File: config.mk
export PLATFORM = sky130hd
export DESIGN_NAME = viru_router
export DESIGN_NICKNAME = d
export VERILOG_FILES = /design/src/hw/viru_pkg.sv /design/src/hw/viru_arb.sv /design/src/hw/viru_router.sv /design/src/hw/viru_sync.sv
export SDC_FILE = /design/constraint.sdc
export NUM_CORES = 2
export LEC_CHECK = 0
export ABC_AREA = 1
export ABC_CLOCK_PERIOD_IN_PS = 71300
export BUFFER_PORTS_ARGS = -buffer_cell sky130_fd_sc_hd__buf_2
export CORE_AREA = 2 2 312 314
export DETAILED_ROUTE_END_ITERATION = 10
export DIE_AREA = 0 0 314 316
export PLACE_DENSITY = 0.8
export SLEW_MARGIN = 20
export SYNTH_ARGS = -nofsm -noshare
export SYNTH_HDL_FRONTEND = slang
export SYNTH_SLANG_ARGS = --single-unit
File: constraint.sdc
create_clock -name CLK -period 71.3 [get_ports CLK]
set_input_delay 14.26 -clock CLK [delete_from_list [all_inputs] [get_ports CLK]]
set_output_delay 14.26 -clock CLK [all_outputs]
set_load 0.02 [all_outputs]
File: src/hw/viru_pkg.sv
// Shared constants for the vectored interrupt router: sizes, register map,
// field positions and reset values.
// Assumes a 32-bit register port with word-aligned byte addresses.
package viru_pkg;

    // Sizes
    localparam int NUM_IN = 56;
    localparam int PRIO_W = 4;
    localparam int IDX_W = 6;
    localparam int ADDR_W = 12;
    localparam int DATA_W = 32;

    // Register byte addresses
    localparam logic [11:0] THR_FAST_ADDR = 12'h000;
    localparam logic [11:0] THR_STD_ADDR = 12'h004;
    localparam logic [11:0] VEC_FAST_ADDR = 12'h008;
    localparam logic [11:0] VEC_STD_ADDR = 12'h00c;
    localparam logic [11:0] RAW_LO_ADDR = 12'h010;
    localparam logic [11:0] RAW_HI_ADDR = 12'h014;
    localparam logic [11:0] EVT_STAT_ADDR = 12'h018;
    localparam logic [11:0] EVT_MASK_ADDR = 12'h01c;
    localparam logic [11:0] CFG_BASE_ADDR = 12'h100;

    // Per-input configuration word fields
    localparam int CFG_PRIO_LSB = 0;
    localparam int CFG_TGT_BIT = 8;
    localparam int CFG_POL_BIT = 16;
    localparam int CFG_SWR_BIT = 24;
    localparam int CFG_RAW_BIT = 28;

    // Vector word fields
    localparam int VEC_IDX_LSB = 0;
    localparam int VEC_PRIO_LSB = 8;
    localparam int VEC_VALID_BIT = 31;

    // Event status bits
    localparam int EVT_FAST_BIT = 0;
    localparam int EVT_STD_BIT = 1;

    // Reset values
    localparam logic [3:0] THR_RST = 4'h0;
    localparam logic [3:0] PRIO_RST = 4'h0;
    localparam logic [1:0] EVT_MASK_RST = 2'h0;

    typedef enum logic {
        TGT_FAST = 1'b0,
        TGT_STD = 1'b1
    } viru_target_e;

endpackage

File: src/hw/viru_arb.sv
// Priority selector for one interrupt target: picks the highest priority
// eligible input, lowest index on ties.
// Assumes all inputs are synchronous to clk; purely combinational.
`timescale 1ns/1ps
module viru_arb #(
    parameter int N = 56,
    parameter int PW = 4,
    parameter int IW = 6
) (
    // Assertion clocking only
    input wire logic clk,
    input wire logic arst_n,
    // Request state
    input wire logic [N-1:0] active,
    input wire logic [N-1:0][PW-1:0] prio,
    input wire logic [N-1:0] tgt,
    input wire logic sel,
    input wire logic [PW-1:0] thr,
    // Result
    output logic [N-1:0] elig,
    output logic hit,
    output logic [IW-1:0] idx,
    output logic [PW-1:0] best
);
    logic [N-1:0] geq;
    logic [N-1:0] gt;
    logic [N-1:0] below;

    genvar g;
    generate
        for (g = 0; g < N; g++) begin : g_elig
            // Strictly above threshold, so priority zero can never pass
            assign elig[g] = active[g] && (tgt[g] == sel) && (prio[g] > thr);
            assign geq[g] = elig[g] && (prio[g] >= best);
            assign gt[g] = elig[g] && (prio[g] > best);
            assign below[g] = (IW'(g) < idx);
        end
    endgenerate

    // Descending scan with >= lets the lowest index win a tie
    always_comb begin
        hit = 1'b0;
        idx = '0;
        best = '0;
        for (int i = N - 1; i >= 0; i--) begin
            if (elig[i] && (!hit || prio[i] >= best)) begin
                hit = 1'b1;
                idx = IW'(i);
                best = prio[i];
            end
        end
    end
endmodule // viru_arb

File: src/hw/viru_router.sv
// Vectored interrupt router: 56 level requests, per-input polarity,
// priority, target and software request, two targets with thresholds.
// Assumes CLK is the gated interrupt unit branch clock and ARST_N is the
// interrupt unit reset from the warm-reset tree; REQ pins are asynchronous.
//
// Summary of operation
// - Requests are level sensitive; per-input polarity bit picks active high or low.
// - Fifty-six request inputs, each with its own configuration word.
// - Software request bit per input is ORed in after the synchroniser and polarity, then masked like a hardware request.
// - Software can read each request's raw state before priority masking.
// - Target bit 0 routes to fast interrupt, 1 to standard interrupt.
// - Masking is per target, comparing priority against that target's threshold.
// - Four-bit priority per input; zero never interrupts, fifteen is highest.
// - Each target presents a vector naming its winning pending request.
// - A higher priority request interrupts a lower one being served.
// - All sequential logic runs on the gated interrupt unit branch clock.
// - Logic is reset by the interrupt unit reset from the warm-reset tree.
`timescale 1ns/1ps
module viru_router #(
    parameter int N = viru_pkg::NUM_IN
) (
    // Branch clock and unit reset
    input wire logic CLK,
    input wire logic ARST_N,
    // Request pins
    input wire logic [N-1:0] REQ,
    // Register port
    input wire logic [viru_pkg::ADDR_W-1:0] ADDR,
    input wire logic [viru_pkg::DATA_W-1:0] WDATA,
    input wire logic WR,
    input wire logic RD,
    output logic [viru_pkg::DATA_W-1:0] RDATA,
    // Processor side
    output logic FAST_INTERRUPT_REQUEST,
    output logic STD_INTERRUPT_REQUEST,
    output logic [viru_pkg::IDX_W-1:0] FAST_VECTOR,
    output logic [viru_pkg::IDX_W-1:0] STD_VECTOR,
    // Event interrupt
    output logic EVT_IRQ
);
    localparam int PW = viru_pkg::PRIO_W;
    localparam int IW = viru_pkg::IDX_W;
    localparam int DW = viru_pkg::DATA_W;
    localparam int AW = viru_pkg::ADDR_W;

    typedef struct packed {
        logic [N-1:0][PW-1:0] prio;
        logic [N-1:0] tgt;
        logic [N-1:0] pol;
        logic [N-1:0] swr;
        logic [PW-1:0] thr_fast;
        logic [PW-1:0] thr_std;
        logic [1:0] evt;
        logic [1:0] mask;
        logic fast;
        logic std;
        logic [IW-1:0] fast_idx;
        logic [IW-1:0] std_idx;
        logic [PW-1:0] fast_prio;
        logic [PW-1:0] std_prio;
        logic [DW-1:0] rdata;
    } viru_state_s;

    viru_state_s q, d;

    logic [N-1:0] sreq;
    logic [N-1:0] raw;
    logic [N-1:0] elig_f;
    logic [N-1:0] elig_s;
    logic hit_f;
    logic hit_s;
    logic [IW-1:0] idx_f;
    logic [IW-1:0] idx_s;
    logic [PW-1:0] prio_f;
    logic [PW-1:0] prio_s;
    logic [DW-1:0] raw_lo;
    logic [DW-1:0] raw_hi;
    logic [AW-3:0] cfg_word;
    logic cfg_hit;
    logic [IW-1:0] cfg_idx;
    logic [PW-1:0] wd_prio;
    logic tgt_of_f;
    logic tgt_of_s;

    viru_sync #(
        .W(N)
    ) u_sync (
        .clk(CLK),
        .arst_n(ARST_N),
        .din(REQ),
        .dout(sreq)
    );

    // Polarity bit set means the pin is active low; software requests are
    // merged before masking so they follow the exact same path
    assign raw = (sreq ^ q.pol) | q.swr;

    viru_arb #(
        .N(N),
        .PW(PW),
        .IW(IW)
    ) u_arb_fast (
        .clk(CLK),
        .arst_n(ARST_N),
        .active(raw),
        .prio(q.prio),
        .tgt(q.tgt),
        .sel(viru_pkg::TGT_FAST),
        .thr(q.thr_fast),
        .elig(elig_f),
        .hit(hit_f),
        .idx(idx_f),
        .best(prio_f)
    );

    viru_arb #(
        .N(N),
        .PW(PW),
        .IW(IW)
    ) u_arb_std (
        .clk(CLK),
        .arst_n(ARST_N),
        .active(raw),
        .prio(q.prio),
        .tgt(q.tgt),
        .sel(viru_pkg::TGT_STD),
        .thr(q.thr_std),
        .elig(elig_s),
        .hit(hit_s),
        .idx(idx_s),
        .best(prio_s)
    );

    // Upper raw word carries the inputs above bit 31, zero filled
    assign raw_lo = raw[DW-1:0];
    assign raw_hi = {{(2 * DW - N){1'b0}}, raw[N-1:DW]};
    assign wd_prio = WDATA[PW-1:0];
    assign tgt_of_f = q.tgt[idx_f];
    assign tgt_of_s = q.tgt[idx_s];

    // Configuration words sit one per input from the base address upward
    // ADDR[1:0] are not decoded, so a sub-word address aliases its word
    assign cfg_word = ADDR[AW-1:2] - viru_pkg::CFG_BASE_ADDR[AW-1:2];
    assign cfg_hit = (ADDR >= viru_pkg::CFG_BASE_ADDR) && (cfg_word < (AW - 2)'(N));
    assign cfg_idx = cfg_word[IW-1:0];

    always_comb begin
        d = q;
        d.rdata = '0;

        // Register writes
        // Read-only words fall to the default arm, so writes to them are dropped
        if (WR) begin
            if (cfg_hit) begin
                d.prio[cfg_idx] = WDATA[viru_pkg::CFG_PRIO_LSB +: PW];
                d.tgt[cfg_idx] = WDATA[viru_pkg::CFG_TGT_BIT];
                d.pol[cfg_idx] = WDATA[viru_pkg::CFG_POL_BIT];
                d.swr[cfg_idx] = WDATA[viru_pkg::CFG_SWR_BIT];
            end else begin
                case (ADDR)
                    viru_pkg::THR_FAST_ADDR: d.thr_fast = wd_prio;
                    viru_pkg::THR_STD_ADDR: d.thr_std = wd_prio;
                    viru_pkg::EVT_MASK_ADDR: d.mask = WDATA[1:0];
                    default: ;
                endcase
            end
        end

        // Register reads; unmapped addresses return zero
        if (RD) begin
            if (cfg_hit) begin
                d.rdata[viru_pkg::CFG_PRIO_LSB +: PW] = q.prio[cfg_idx];
                d.rdata[viru_pkg::CFG_TGT_BIT] = q.tgt[cfg_idx];
                d.rdata[viru_pkg::CFG_POL_BIT] = q.pol[cfg_idx];
                d.rdata[viru_pkg::CFG_SWR_BIT] = q.swr[cfg_idx];
                d.rdata[viru_pkg::CFG_RAW_BIT] = raw[cfg_idx];
            end else begin
                case (ADDR)
                    viru_pkg::THR_FAST_ADDR: d.rdata[PW-1:0] = q.thr_fast;
                    viru_pkg::THR_STD_ADDR: d.rdata[PW-1:0] = q.thr_std;
                    viru_pkg::VEC_FAST_ADDR: begin
                        d.rdata[viru_pkg::VEC_IDX_LSB +: IW] = q.fast_idx;
                        d.rdata[viru_pkg::VEC_PRIO_LSB +: PW] = q.fast_prio;
                        d.rdata[viru_pkg::VEC_VALID_BIT] = q.fast;
                    end
                    viru_pkg::VEC_STD_ADDR: begin
                        d.rdata[viru_pkg::VEC_IDX_LSB +: IW] = q.std_idx;
                        d.rdata[viru_pkg::VEC_PRIO_LSB +: PW] = q.std_prio;
                        d.rdata[viru_pkg::VEC_VALID_BIT] = q.std;
                    end
                    viru_pkg::RAW_LO_ADDR: d.rdata = raw_lo;
                    viru_pkg::RAW_HI_ADDR: d.rdata = raw_hi;
                    viru_pkg::EVT_STAT_ADDR: d.rdata[1:0] = q.evt;
                    viru_pkg::EVT_MASK_ADDR: d.rdata[1:0] = q.mask;
                    default: d.rdata = '0;
                endcase
            end
        end

        // Target outputs and vectors. Nesting works because the service
        // routine raises the threshold to the priority it serves; only a
        // strictly higher request then reasserts the line.
        d.fast = hit_f;
        d.std = hit_s;
        d.fast_idx = hit_f ? idx_f : q.fast_idx;
        d.std_idx = hit_s ? idx_s : q.std_idx;
        d.fast_prio = hit_f ? prio_f : '0;
        d.std_prio = hit_s ? prio_s : '0;

        // Sticky rise events; a set in the clearing cycle wins
        if (WR && ADDR == viru_pkg::EVT_STAT_ADDR) begin
            d.evt = q.evt & ~WDATA[1:0];
        end
        if (hit_f && !q.fast) begin
            d.evt[viru_pkg::EVT_FAST_BIT] = 1'b1;
        end
        if (hit_s && !q.std) begin
            d.evt[viru_pkg::EVT_STD_BIT] = 1'b1;
        end
    end

    // Priorities reset to zero so every input starts masked
    always_ff @(posedge CLK or negedge ARST_N) begin
        if (!ARST_N) begin
            q <= '0;
            q.thr_fast <= viru_pkg::THR_RST;
            q.thr_std <= viru_pkg::THR_RST;
            q.mask <= viru_pkg::EVT_MASK_RST;
            q.prio <= {N{viru_pkg::PRIO_RST}};
        end else begin
            q <= d;
        end
    end

    assign RDATA = q.rdata;
    assign FAST_INTERRUPT_REQUEST = q.fast;
    assign STD_INTERRUPT_REQUEST = q.std;
    assign FAST_VECTOR = q.fast_idx;
    assign STD_VECTOR = q.std_idx;
    assign EVT_IRQ = |(q.evt & q.mask);
endmodule // viru_router

File: src/hw/viru_sync.sv
// Two-flop synchroniser for a vector of level inputs.
// Assumes each bit is an independent slow level; no bus coherence.
`timescale 1ns/1ps
module viru_sync #(
    parameter int W = 56
) (
    // Clock and reset
    input wire logic clk,
    input wire logic arst_n,
    // Levels
    input wire logic [W-1:0] din,
    output logic [W-1:0] dout
);
    typedef struct packed {
        logic [W-1:0] s1;
        logic [W-1:0] s2;
    } viru_sync_s;

    viru_sync_s q, d;

    // The first stage feeds only the second stage
    always_comb begin
        d.s1 = din;
        d.s2 = q.s1;
    end

    always_ff @(posedge clk or negedge arst_n) begin
        if (!arst_n) begin
            q <= '0;
        end else begin
            q <= d;
        end
    end

    assign dout = q.s2;
endmodule // viru_sync

; Word-level counts from Yosys, hierarchy flattened
; Index checks and enable logic that the tools add are counted.
[totals]
regBits = 570
inputBits = 104
wordCells = 1315
out_inout_bits = 47
[classes]
n_bitwise = 62
n_reduce_logical = 569
muxes = 377
order_cmp = 226
eq_ne = 7
add_sub_neg = 1
[ops]
columns = operator, count
row1 = 2-to-1 mux 6 bit, 112
row2 = 2-to-1 mux 4 bit, 118
row3 = greater-than comparator 4 bit, 112
row4 = greater-or-equal comparator 4 bit, 110
row5 = logical AND 1 bit, 339
row6 = bitwise mux 224 bit, 1
row7 = bitwise mux 56 bit, 3
row8 = 2-to-1 mux 1 bit, 123
row9 = zero test 1 bit, 112
row10 = logical OR 1 bit, 110
row11 = inverter 1 bit, 57
row12 = bitwise OR 56 bit, 1
row13 = bitwise XOR 56 bit, 1
row14 = equality test 12 x 5 -> 1 bit (second input constant), 4
row15 = one-hot mux 19 bit (2 select lines), 1
row16 = 2-to-1 mux 32 bit, 1
row17 = binary-select mux 1 bit (select 6 bit), 4
row18 = binary-select mux 4 bit (select 6 bit), 1
row19 = demux 4 bit (select 6 bit), 1
row20 = equality test 12 x 4 -> 1 bit (second input constant), 2
row21 = one-hot mux 2 bit (8 select lines), 1
row22 = one-hot mux 4 bit (4 select lines), 1
row23 = 2-to-1 mux 7 bit, 2
row24 = equality test 12 x 3 -> 1 bit (second input constant), 1
row25 = other kinds (19), 24

; Logic depth before layout (Yosys ltp)
[depth]
word_depth = 227
ltp_mapped = 632
depth_no_buf = 608

; Hierarchy
; From an unflattened synthesis, not the netlist that was laid out.
[unflattened]
hier_cells = 7955
hier_area_um2 = 55972.4
[modules_own_cells]
columns = mod, cells_each, n_inst, seq_area_each_um2, area_per_inst_um2
row1 = viru_router, 2994, 1, 11461.0, 22556.6
row2 = viru_arb (u_arb_std), 2426, 1, 0.0, 15522.4
row3 = viru_arb (u_arb_fast), 2423, 1, 0.0, 15090.7
row4 = viru_sync, 112, 1, 2802.7, 2802.7

; Worst setup path after synthesis
; No wires, ideal clock.
[synth_path]
path_type = register -> register
from = register q[65] (netlist bit)
to = register q[39] (netlist bit)
path_buffers = 25
setup_time_ns = 0.117
arrival_time_ns = 61.839
slack_ns = 9.343
stages_incl_launch_ff = 577
path_cell_list = dfrtp_1 inv_1 ha_1 nand2_1 nor2_1 nor2_1 nand3_2 nor2_1 inv_1 ha_1 nand2_1 inv_1 nand2_1 nand2_1 nor2_2 nand2_2 nand2_4 inv_1 [... 541 more ...] nand2_1 a21oi_1 nand2_1 nand2_2 buf_6 nand3_1 and2_1 ha_1 inv_1 a21boi_0 o21ai_0 nand2_1 a21oi_1 nand2_1 nand2_2 inv_2 nand2_1 nand2_1
[synth_lines]
columns = element, line
row1 = start: declaration, viru_router.sv:64  ; viru_state_s q, d;

==> impl_results.md <==
* CTS tree: yes
* Largest net degree at the start of global routing at 118
* Synth warn at 0
* Design Power at 815 uW
* Clk buf depth at 3
* Dpl cells at 8552
* Status: complete, no violations
* Clock latency on the worst-skew pair at 700 ps
* Relative slew slack at 3.22%
* Pre-CTS setup slack at -460 ps
* Worst hold-check path type: reg -> reg
* Worst-path fanout max at 12
* Startpoint Class: register
* GRT Residual Overflow at 0
* Max incr delay on CP at 450 ps
* Critical path required time at 71860 ps
* Post-DP HPWL at 139 mm
* Post-DRT Antenna Nets at 0
* Antenna violations before repair at 9
* Post-synth EDFFs at 0
* Critical Path AT at roughly 65000 ps
* Asr flop ratio synth at 100%
* Placer congestion estimate at 1.05
* Synth area leaders: dfrtp_1 (27%), ha_1 (19%), nand2_1 (13%)
* Worst path slowest cell: dfrtp_2
* Initial DRC Count at between 6000 and 7000
* Hold-fix buffers at CTS at 0
* Seq cells post-synth at 570
* Synth Flop Type: dfrtp_1
* Leak Pwr at 28.8 nW
* Avg Cell Area, Syn at 7.14 sq um
* Post-synth top area cell: dfrtp_1
* Post-Syn Nets at 8244
* Avg Vias per Cell at 6.15
* Die Area at roughly 100000 sq um
* Final Hold Viols at 0
* Cell repeated most along the worst path: nand2_1
* Drt drc at 0
* Area Growth Syn to Fin at 10.4%
* PD cells at 14.1 nW/um^2
* Fmax at 0.0155 GHz
* Drt wl/cell at around 22 um
* Sequential share of the synthesized area at 27.2%
* Synthesized area at 52400 sq um
* Share of the synthesized area in the top cell type at 27.2%
* Final Max Slew Viols at 0
* Total Routing Usage GR at 38.4%
* Post-route minimum period at 64690 ps
* Core area at 96000 sq um
* Die height at 316 um
* # IOs at ~150
* Vias in the first global route at 50700
* Count of non-filler cells in the finished layout at approximately 8800
* Number of CTS-inserted buffers at 68
* Clk slew on worst S/H paths at 60 ps
* Share of layout cells above drive strength 1 at 12.4%
* Final setup fails at 0
* Drt pass-1 iters at 7
* Port Buf Inserts at 125
* Worst-Margin Slew at 1420 ps
* Final wirelength at 195 mm
* Post-synthesis cell count at between 7000 and 8000
* Site row count at 114
* Worst hold slack at ~340 ps
* Clock skew at 34.0 ps
* Root Buffer Master: clkbuf_16
* First-pass GRT wire length at 292 mm
* CTS sink cnt at 570
* Sum of negative setup slack at 0 ps
* Post-synthesis cell type count at 69
* Initial Utilization at 54.6%
* Crit Path Class: reg -> reg
* Vias at about 54000
* Maximum vdd drop at slightly below 0.02 mV
* Layout Nets at approximately 8400
* Die X at 314 um
* Max cap viols at 0
* H-tree depth at 3
* Final worst setup slack at 6610 ps
* Post-route clock period utilization at 90.7%
* CP Capture Type: register
[worst max-delay path, delay by kind of cell (launching register included)]
| family | cells | cell delay (ps) |
|---|---|---|
| buf+inv | 56 | 4470 |
| compound gates | 156 | 21110 |
| flops | 1 | 450 |
| fa+ha+maj | 56 | 15700 |
| simple gates | 270 | 22650 |
[where the power goes]
group | switching, mW | internal [mW] | leakage [nW]
Clock | 0.159 | 0.226 | 1.18
Sequential | 0.00997 | 0.331 | 7.65
Combinational | 0.0661 | 0.0240 | 20.0
[synthesized netlist by cell type (all sizes together), types with 17 or more instances]
master / instances
nand3: 331
clkbuf: 153
xor2: 24
nor3: 97
dfrtp: 570
o211ai: 48
a21oi: 191
or2: 19
o2111ai: 17
buf: 104
a2111oi: 58
o2111a: 17
a221oi: 17
o21ai: 1050
ha: 796
nand4: 30
nand2: 2028
nor2: 502
inv: 942
o22ai: 154
a211oi: 64
[layout by cell type (no fill, tap or decap), drive strengths merged, types with 30 or more instances in the layout]
master	count
nor3	97
buf	312
dfrtp	570
o22ai	154
clkinv	32
nand2	2029
nand3	331
ha	796
o211ai	48
nor2	502
inv	948
a2111oi	58
clkbuf	87
a211oi	64
o21ai	1050
nand4	30
a21oi	191
[flip-flops by register name, summed over array words and instances (netlist names)]
| signal | cells |
|---|---|
| u_sync.d | 56 |
| STD_INTERRUPT_REQUEST | 1 |
| u_sync.dout | 56 |
| FAST_INTERRUPT_REQUEST | 1 |
| RDATA | 32 |
| q | 412 |
| STD_VECTOR | 6 |
| FAST_VECTOR | 6 |
[layer usage]
| layer | track usage (%) | part of all wire, % |
|---|---|---|
| met4 | 26.1 | 7.9 |
| met1 | 47.7 | 37 |
| met3 | 12.1 | 13 |
| met2 | 57.1 | 41 |
| met5 | 0.473 | 0.064 |
[logic make-up after synthesis]
kind of cell | count (synthesis) | synth area share, %
buf+inv | 1215 | 9.63
xor+xnor | 25 | 0.418
compound gates | 1698 | 18.5
fa+ha+maj | 796 | 19.0
flops | 570 | 27.2
simple gates | 3040 | 25.3
[through the flow]
step	area [sq um]	utilization, %
after floorplan	52400	-
after global placement	53800	56.0
after global routing	57900	60.3
after detailed placement	53800	56.0
after CTS	56200	58.6
final	57900	60.3
[repair_timing]
| item | CTS | global route |
|---|---|---|
| pin swaps | 0 | 31 |
| resized for setup | 7 | 340 |
| setup buffers | 0 | 123 |
| setup endpoints to repair | 10 | 24 |
| cloned | 0 | 1 |
[path summary, 6_finish.rpt]
kind	startpoint	end	slack [ps]	cells after the start
setup reg to reg	q[457]	q[39]	6610	538
max in group asynchronous	ARST_N	u_sync.dout[29]	55310	3
hold reg to reg	u_sync.d[5]	u_sync.dout[5]	340	0
hold / removal	u_sync.d[5]	u_sync.dout[5]	340	0
min in group asynchronous	ARST_N	q[235]	13600	1
setup / recovery	q[457]	q[39]	6610	538
[area by class of cell]
class	instances	area, sq um
Tap cell	1276	1600
Inverter	958	3640
Multi-Input combinational cell	5560	33900
Sequential cell	570	14300
Clock inverter	37	543
Clock buffer	87	1870
Antenna cell	3	7.51
Timing Repair Buffer	312	2050
Fill cell	8557	38100
Power figures use the tool's default switching activity.
